===== config.mk =====
export PLATFORM = sky130hd
export DESIGN_NAME = dtp_timer
export DESIGN_NICKNAME = d
export VERILOG_FILES = /design/src/dtp_pkg.sv /design/src/dtp_tick_if.sv /design/src/dtp_edge.sv /design/src/dtp_timer.sv
export VERILOG_INCLUDE_DIRS = /design/src
export SDC_FILE = /design/constraint.sdc
export NUM_CORES = 1
export LEC_CHECK = 0
export BUFFER_PORTS_ARGS = -buffer_cell sky130_fd_sc_hd__buf_2
export CAP_MARGIN = 20
export CORE_ASPECT_RATIO = 1.75
export CORE_MARGIN = 1
export CORE_UTILIZATION = 42
export CTS_CLUSTER_DIAMETER = 80
export CTS_CLUSTER_SIZE = 8
export DETAILED_ROUTE_END_ITERATION = 6
export HOLD_SLACK_MARGIN = 0.15
export PLACE_DENSITY = 0.65
export SETUP_SLACK_MARGIN = 0.5
export SYNTH_ARGS = -nofsm -noshare
export SYNTH_HDL_FRONTEND = slang
export SYNTH_SLANG_ARGS = --single-unit

===== constraint.sdc =====
create_clock -name ref_clk -period 2.4 [get_ports ref_clk]
set_input_delay 0.12 -clock ref_clk [delete_from_list [all_inputs] [get_ports ref_clk]]
set_output_delay 0.12 -clock ref_clk [all_outputs]
set_load 0.05 [all_outputs]

===== src/dtp_cfg.svh =====
// register offsets, field positions, reset values and timing counts
`ifndef DTP_CFG_SVH
`define DTP_CFG_SVH
`define DTP_ADDR_W        3
`define DTP_OFS_CNT_HI    3'h0
`define DTP_OFS_CNT_LO    3'h1
`define DTP_OFS_PRE       3'h2
`define DTP_OFS_CTRL      3'h3
`define DTP_OFS_IRQ_SEL   3'h4
`define DTP_OFS_STATUS    3'h5
`define DTP_CTRL_RST      8'h12
`define DTP_IRQ_SEL_RST   8'h06
`define DTP_B_RUN         7
`define DTP_B_SINGLE      6
`define DTP_B_MODE_A      5
`define DTP_B_MODE_B      4
`define DTP_B_IN_EN       3
`define DTP_B_OUT_MODE    2
`define DTP_B_OUT_LEVEL   1
`define DTP_B_OUT_EN      0
`define DTP_B_TOP_SEL     2
`define DTP_B_A0_SEL      1
`define DTP_TICK_DIV      2'h3
`endif


===== src/dtp_pkg.sv =====
// types shared by the down timer modules
package dtp_pkg;
  typedef enum logic [1:0] {
    DTP_IN_EVENT,
    DTP_IN_GATED,
    DTP_IN_TRIG,
    DTP_IN_RETRIG
  } dtp_in_mode_e;
endpackage : dtp_pkg


===== src/dtp_tick_if.sv =====
// internal tick and falling edge events between the edge unit and core
`timescale 1ns/1ps
`default_nettype none
interface dtp_tick_if;
  logic tick;
  logic pin_fall;
  logic pin_level;
  modport src (output tick, output pin_fall, output pin_level);
  modport dst (input tick, input pin_fall, input pin_level);
endinterface : dtp_tick_if
`default_nettype wire


===== src/dtp_edge.sv =====
// core clock divide-by-four tick and input pin edge detection
`timescale 1ns/1ps
`include "dtp_cfg.svh"
`default_nettype none
module dtp_edge (
  input  wire logic   clk,
  input  wire logic   rst_n,
  input  wire logic   pin_in,
  dtp_tick_if.src     ev
);
  logic [1:0] div_q;
  logic       pin_q;
  logic       tick_q;
  logic       fall_q;

  always_ff @(posedge clk or negedge rst_n) begin
    if (!rst_n) begin
      div_q  <= 2'h0;
      tick_q <= 1'b0;
    end else begin
      div_q  <= div_q + 2'h1;
      tick_q <= (div_q == `DTP_TICK_DIV); // see (RULE2)
    end
  end

  always_ff @(posedge clk or negedge rst_n) begin
    if (!rst_n) begin
      pin_q  <= 1'b1;
      fall_q <= 1'b0;
    end else begin
      pin_q  <= pin_in;
      fall_q <= pin_q & ~pin_in; // see (RULE4)
    end
  end

  assign ev.tick      = tick_q;
  assign ev.pin_fall  = fall_q;
  assign ev.pin_level = pin_q;
endmodule : dtp_edge
`default_nettype wire


===== src/dtp_timer.sv =====
// down timer with prescaler: registers, counting, output and interrupt
// Notes on behaviour
// (RULE1) 16-bit counter behind 8-bit prescaler
// (RULE2) clock is pin or core divided by four
// (RULE3) input enable clear ignores mode bits
// (RULE4) mode 00 counts pin falling edges
// (RULE5) mode 01 counts ticks while pin high
// (RULE6) mode 11 starts on run or fall
// (RULE7) mode 10 fall restarts only while running
// (RULE8) output mode 0 toggles each end
// (RULE9) output mode 1 copies level bit
// (RULE10) output disabled holds pin high
// (RULE11) run bit starts and stops counting
// (RULE12) restart resumes held value unless rewritten
// (RULE13) constant written while running loads at end
// (RULE14) single mode stops, clears run, reloads
// (RULE15) continuous mode reloads and keeps counting
// (RULE16) single bit writable anytime with run
// (RULE17) end of count interrupt, two routes
// (RULE18) prescale factor is value plus one
// (RULE19) control resets to 12h, fixed layout
// (RULE20) decrement per rollover, end at zero
//
// Decided for this implementation: the plain strobed port and the register addresses.
`timescale 1ns/1ps
`include "dtp_cfg.svh"
`default_nettype none
module dtp_timer (
  input  wire logic                   ref_clk,
  input  wire logic                   rstn,
  input  wire logic [`DTP_ADDR_W-1:0] addr,
  input  wire logic [7:0]             wdata,
  input  wire logic                   wr_stb,
  input  wire logic                   rd_stb,
  output logic      [7:0]             rdata,
  input  wire logic                   timer_in,
  input  wire logic                   nmi_pin,
  input  wire logic                   external_irq_line_zero,
  output logic                        timer_out,
  output logic                        top_irq,
  output logic                        chan_a0_irq
);
  logic [1:0]  rst_sync_q;
  logic        rst_n;
  logic [15:0] const_q;
  logic [7:0]  pre_const_q;
  logic [7:0]  ctrl_q;
  logic [7:0]  irq_sel_q;
  logic [15:0] cnt_q;
  logic [7:0]  pre_q;
  logic        new_const_q;
  logic        out_q;
  logic        eoc_q;
  logic        top_q;
  logic        a0_q;
  logic [7:0]  rdata_q;
  logic        step;
  logic        roll;
  logic        eoc;
  logic        restart;
  logic        run_bit;
  logic        input_section_enable;
  dtp_pkg::dtp_in_mode_e mode;

  dtp_tick_if ev ();

  // reset released through two flops so deassertion is clean
  always_ff @(posedge ref_clk or negedge rstn) begin
    if (!rstn) begin
      rst_sync_q <= 2'h0;
    end else begin
      rst_sync_q <= {rst_sync_q[0], 1'b1};
    end
  end
  assign rst_n = rst_sync_q[1];

  dtp_edge u_edge (
    .clk    (ref_clk),
    .rst_n  (rst_n),
    .pin_in (timer_in),
    .ev     (ev)
  );

  assign run_bit              = ctrl_q[`DTP_B_RUN];
  assign input_section_enable = ctrl_q[`DTP_B_IN_EN];
  assign mode = dtp_pkg::dtp_in_mode_e'({ctrl_q[`DTP_B_MODE_A],
                                         ctrl_q[`DTP_B_MODE_B]});

  // clock source and count enable per input mode
  always_comb begin
    step    = 1'b0;
    restart = 1'b0;
    if (run_bit) begin // see (RULE11)
      if (!input_section_enable) begin
        step = ev.tick; // see (RULE3)
      end else begin
        case (mode)
          dtp_pkg::DTP_IN_EVENT: begin
            step = ev.pin_fall; // see (RULE4)
          end
          dtp_pkg::DTP_IN_GATED: begin
            step = ev.tick & ev.pin_level; // see (RULE5)
          end
          dtp_pkg::DTP_IN_TRIG: begin
            step    = ev.tick;
            restart = ev.pin_fall; // see (RULE7)
          end
          default: begin
            step = ev.tick; // see (RULE6)
          end
        endcase
      end
    end
  end

  assign roll = step && (pre_q == 8'h00); // see (RULE18)
  assign eoc  = roll && (cnt_q == 16'h0000) && !restart; // see (RULE20)

  // counter constant and constant-written flag, set by a write to either count byte, cleared at end of count or restart
  always_ff @(posedge ref_clk or negedge rst_n) begin
    if (!rst_n) begin
      const_q     <= 16'h0000;
      new_const_q <= 1'b0;
    end else begin
      if (wr_stb && addr == `DTP_OFS_CNT_HI) begin
        const_q[15:8] <= wdata;
      end
      if (wr_stb && addr == `DTP_OFS_CNT_LO) begin
        const_q[7:0] <= wdata;
      end
      if (wr_stb && (addr == `DTP_OFS_CNT_HI ||
                     addr == `DTP_OFS_CNT_LO)) begin
        new_const_q <= 1'b1; // see (RULE12)
      end else if (eoc || restart) begin
        new_const_q <= 1'b0;
      end
    end
  end

  // prescaler and 16-bit down counter
  always_ff @(posedge ref_clk or negedge rst_n) begin
    if (!rst_n) begin
      cnt_q <= 16'h0000;
      pre_q <= 8'h00;
    end else if (!run_bit && new_const_q) begin
      cnt_q <= const_q; // see (RULE12)
      pre_q <= pre_const_q;
    end else if (restart) begin
      cnt_q <= const_q; // see (RULE7)
      pre_q <= pre_const_q;
    end else if (step) begin
      if (pre_q == 8'h00) begin
        pre_q <= pre_const_q; // see (RULE1)
        if (cnt_q == 16'h0000) begin
          cnt_q <= const_q; // see (RULE13) (RULE14) (RULE15)
        end else begin
          cnt_q <= cnt_q - 16'h0001; // see (RULE20)
        end
      end else begin
        pre_q <= pre_q - 8'h01;
      end
    end
  end

  // control, prescaler and interrupt route registers
  always_ff @(posedge ref_clk or negedge rst_n) begin
    if (!rst_n) begin
      ctrl_q      <= `DTP_CTRL_RST; // see (RULE19)
      pre_const_q <= 8'h00;
      irq_sel_q   <= `DTP_IRQ_SEL_RST;
    end else begin
      if (wr_stb && addr == `DTP_OFS_PRE) begin
        pre_const_q <= wdata;
      end
      if (wr_stb && addr == `DTP_OFS_IRQ_SEL) begin
        irq_sel_q <= wdata;
      end
      if (wr_stb && addr == `DTP_OFS_CTRL) begin
        ctrl_q <= wdata; // see (RULE16)
        if (eoc && ctrl_q[`DTP_B_SINGLE] && wdata[`DTP_B_RUN]) begin
          ctrl_q[`DTP_B_RUN] <= 1'b1;
        end
      end else if (input_section_enable && ev.pin_fall &&
                   mode == dtp_pkg::DTP_IN_RETRIG) begin
        // trigger start wins over a single-mode stop in the same cycle
        ctrl_q[`DTP_B_RUN] <= 1'b1; // see (RULE6)
      end else if (eoc && ctrl_q[`DTP_B_SINGLE]) begin
        ctrl_q[`DTP_B_RUN] <= 1'b0; // see (RULE14)
      end
    end
  end

  // output pin, high whenever the drive is off
  always_ff @(posedge ref_clk or negedge rst_n) begin
    if (!rst_n) begin
      out_q <= 1'b1;
    end else if (!ctrl_q[`DTP_B_OUT_EN]) begin
      out_q <= 1'b1; // see (RULE10)
    end else if (eoc) begin
      if (ctrl_q[`DTP_B_OUT_MODE]) begin
        out_q <= ctrl_q[`DTP_B_OUT_LEVEL]; // see (RULE9)
      end else begin
        out_q <= ~out_q; // see (RULE8)
      end
    end
  end

  // end-of-count pulse routed to top level or channel a0
  always_ff @(posedge ref_clk or negedge rst_n) begin
    if (!rst_n) begin
      eoc_q <= 1'b0;
      top_q <= 1'b0;
      a0_q  <= 1'b0;
    end else begin
      eoc_q <= eoc;
      top_q <= irq_sel_q[`DTP_B_TOP_SEL] ? nmi_pin : eoc; // see (RULE17)
      a0_q  <= irq_sel_q[`DTP_B_A0_SEL] ? eoc
                                        : external_irq_line_zero;
    end
  end

  // read port, data valid the cycle after the strobe
  always_ff @(posedge ref_clk or negedge rst_n) begin
    if (!rst_n) begin
      rdata_q <= 8'h00;
    end else if (rd_stb) begin
      if (addr == `DTP_OFS_CNT_HI) begin
        rdata_q <= cnt_q[15:8];
      end else if (addr == `DTP_OFS_CNT_LO) begin
        rdata_q <= cnt_q[7:0];
      end else if (addr == `DTP_OFS_PRE) begin
        rdata_q <= pre_const_q;
      end else if (addr == `DTP_OFS_CTRL) begin
        rdata_q <= ctrl_q;
      end else if (addr == `DTP_OFS_IRQ_SEL) begin
        rdata_q <= irq_sel_q;
      end else if (addr == `DTP_OFS_STATUS) begin
        rdata_q <= {6'h00, new_const_q, eoc_q};
      end else begin
        rdata_q <= 8'h00;
      end
    end else begin
      rdata_q <= 8'h00;
    end
  end

  assign rdata       = rdata_q;
  assign timer_out   = out_q;
  assign top_irq     = top_q;
  assign chan_a0_irq = a0_q;
endmodule : dtp_timer
`default_nettype wire


==> summary.md <==
| Metric | Value |
|---|---|
| Power, Total | `~6.2 mW` |
| Final net count | `around 490` |
| Clock Sinks | `84` |
| Drc violations | `0` |
| Async SR Flop Fraction | `1.00` |
| Cell count after placement | `545` |
| Post-synthesis area per instance | `10.7 um2` |
| Top_reg_cell synth | `dfrtp_1` |
| Total CTS buffers | `9` |
| Startpoint Class | `register` |
| Critical-path maximum fanout | `7` |
| RSZ-0062 raised after global routing | `yes` |
| Initial Util | `0.434` |
| Tightest Pin Transition | `about 750 ps` |
| Fillers | `852` |
| Largest net degree at the start of global routing | `45` |
| YS warnings | `0` |
| Worst min path class | `register to asynchronous set/reset pin` |
| Max-cap violations | `0` |
| Final hold vios | `0` |
| VDD IR max | `528 uV` |
| Final setup TNS | `0 ps` |
| Worst skew pair latency | `340 ps` |
| Synth area leaders | `dfrtp_1, mux2_2, mux2i_1` |
| Min Clock Period, post-route | `between 1500 and 2000 ps` |
| Via/cell ratio | `6.02` |
| Area leader, netlist | `dfrtp_1` |
| Share of layout cells above drive strength 1 | `0.367` |
| Post-synth EDFFs | `0` |
| Iter 0 DRT Violations | `422` |
| Register area share after synthesis | `0.494` |
| Final setup viols | `0` |
| I/O pins | `29` |
| Max-slew violations | `0` |
| PD cells | `1130 nW/um2` |
| R2R cell count | `7` |
| Max-slew headroom | `0.498` |
| Die Height | `135 um` |
| Routed via count | `3,606` |
| Crit. End Element | `register` |
| WL final | `between 10 and 15 mm` |
| Final setup skew | `10.1 ps` |
| GRT Util Overall | `0.235` |
| Max clock buf depth | `2` |
| R2r startpoint | `ctrl_q[4]` |
| Critical path type | `register to register` |
| WP data arrival | `about 2200 ps` |
| Top cell type's share of synthesized area | `0.457` |
| H-tree levels | `3` |
| Drt wl/cell | `19.9 um` |
| Finished Layout Cells | `599` |
| Final period util | `0.816` |
| Final Cell Area | `5480 um2` |
| DP Wirelength | `8.21 mm` |
| Pleak | `around 2.3 nW` |
| Outcome | `completed` |
| Root buffer cell | `clkbuf_16` |
| Initial antenna violation count | `0` |
| Crit. Startpoint | `ctrl_q[4]` |
| Die area | `10,600 um2` |
| Vias in the first global route | `3,539` |
| Die width | `78.2 um` |
| Port bufs | `28` |
| DRT Pass-1 Iters | `5` |
| Synthesis-stage register bit count | `84` |
| Post-DP Area | `4610 um2` |
| CTS tree | `built` |
| # rows | `48` |
| Global-route wire length before repair | `about 18 mm` |
| DRT antenna net count | `0` |
| Post-synthesis net count | `between 400 and 500` |
| Setup ws final | `443 ps` |
| Post-Synthesis Cells | `398` |
| Worst slack at placement | `around 150 ps` |
| Area Overhead vs Synth | `28.4%` |
| Synth cell types | `58` |
| Placer Congestion | `0.901` |
| FMAX | `511 MHz` |
| Core area | `around 10000 um2` |
| Gr ovfl total | `0` |
| Antenna diodes | `0` |
| Clock slew at reported path FFs | `60 ps` |
| CP endpoint | `cnt_q[0]` |
| Multi-input gate area | `2180 um2` |
| Post-Synthesis Cell Area | `4270 um2` |
| Worst r2r dst | `cnt_q[0]` |
| Register area | `2120 um2` |
| CP Data Required Time | `2620 ps` |
| R2R Setup Slk | `440 ps` |
## through the flow
step            util  hold WS, ps
2_1_floorplan      -         -176
3_3_place_gp   0.468        -95.5
3_5_place_dp   0.468        -91.7
4_1_cts        0.542          337
5_1_grt        0.557          358
6_report       0.557          332
## logic make-up (layout without fill, tap and decap cells)
group,Yosys count,after routing,share of synthesized area
AND/OR/NAND/NOR,112,115,0.146
AO/OA/AOI/OAI,93,93,0.145
flip-flops,84,84,0.494
multiplexers,62,62,0.155
buffers and inverters,41,114,0.0434
adder cells (fa/ha/maj),5,5,0.0146
other,1,1,0.000878
## state kept, by name (all words and copies together) (netlist names), 2 cells and up
register,flops
cnt_q,16
rdata,8
rst_sync_q,2
ctrl_q,8
const_q,16
u_edge.div_q,2
irq_sel_q,8
pre_q,8
pre_const_q,8
## layout make-up
class                   count  share of cell area
flip-flops and latches     84               0.387
repair buffers             79               0.109
multi-input cells         276               0.398
clock buffers              11              0.0443
clock inverters             5              0.0194
inverters                  19              0.0130
well taps                 125              0.0285
## how the worst min path moves through the flow
stage | startpoint | end | slack [ps] | cells past startpoint
2_1_floorplan | rstn | rst_sync_q[0] | -180 | 0
3_3_place_gp | rstn | rst_sync_q[0] | -100 | 1
3_5_place_dp | rstn | rst_sync_q[0] | -90 | 1
4_1_cts | addr[2] | const_q[1] | 340 | 5
5_1_grt | rst_sync_q[0] | rst_sync_q[1] | 360 | 0
6_report | rst_sync_q[1] | cnt_q[14] | 330 | 0
## where the power goes
group	internal, mW	switching [mW]
registers	1.81	0.466
logic	1.09	1.22
clock network	1.05	0.564
## repair_timing
item,in CTS,in global routing
resized for setup,28,26
setup endpoints to repair,30,29
setup buffers,16,4
pin swaps,12,13
hold buffers,14,0
cloned,1,3
endpoints found under the hold margin,40,0
## worst max-delay path, cell delays in order (launching register included)
cell     delay [ps]
dfstp_2         560
and4b_2         250
mux2i_2         200
buf_6           160
and2_4          230
buf_6           130
nor4_1           40
a311o_1         260
## Yosys cell counts, types with 5 or more instances
cell and n:
inv_1 19, o211ai_1 12, o21ai_0 36, nor3_1 14
o22ai_1 6, nor2b_1 9, ha_1 5, o2bb2ai_1 10
nor2_1 22, buf_2 6, nor4_1 9, dfrtp_1 78
mux2_2 33, a21oi_1 8, mux2i_1 28, nand2_1 22
nand3_1 8, clkbuf_1 10, dfstp_2 6
## placed cells by master (no fill, tap or decap), types with 4 or more instances in the layout
master	count
nand2_2	4
ha_1	4
dlygate4sd3_1	14
nor2_1	21
mux2i_2	4
buf_2	29
dfrtp_1	69
nor2b_1	9
clkbuf_16	9
dfrtp_2	8
inv_1	17
nor4_1	6
mux2_2	33
buf_6	5
o22ai_1	6
o21ai_0	35
o211ai_1	12
o2bb2ai_1	10
nor3_1	12
nand2_1	19
mux2i_1	24
buf_4	29
a21oi_1	8
dfstp_2	6
nand3_1	7
## metal layers
layer  global-route usage  part of all wire
met5                    0                 0
met4                0.120             0.046
met3               0.0330             0.043
met2                0.424              0.54
met1                0.265              0.37
(Power assumes the default switching activity.)
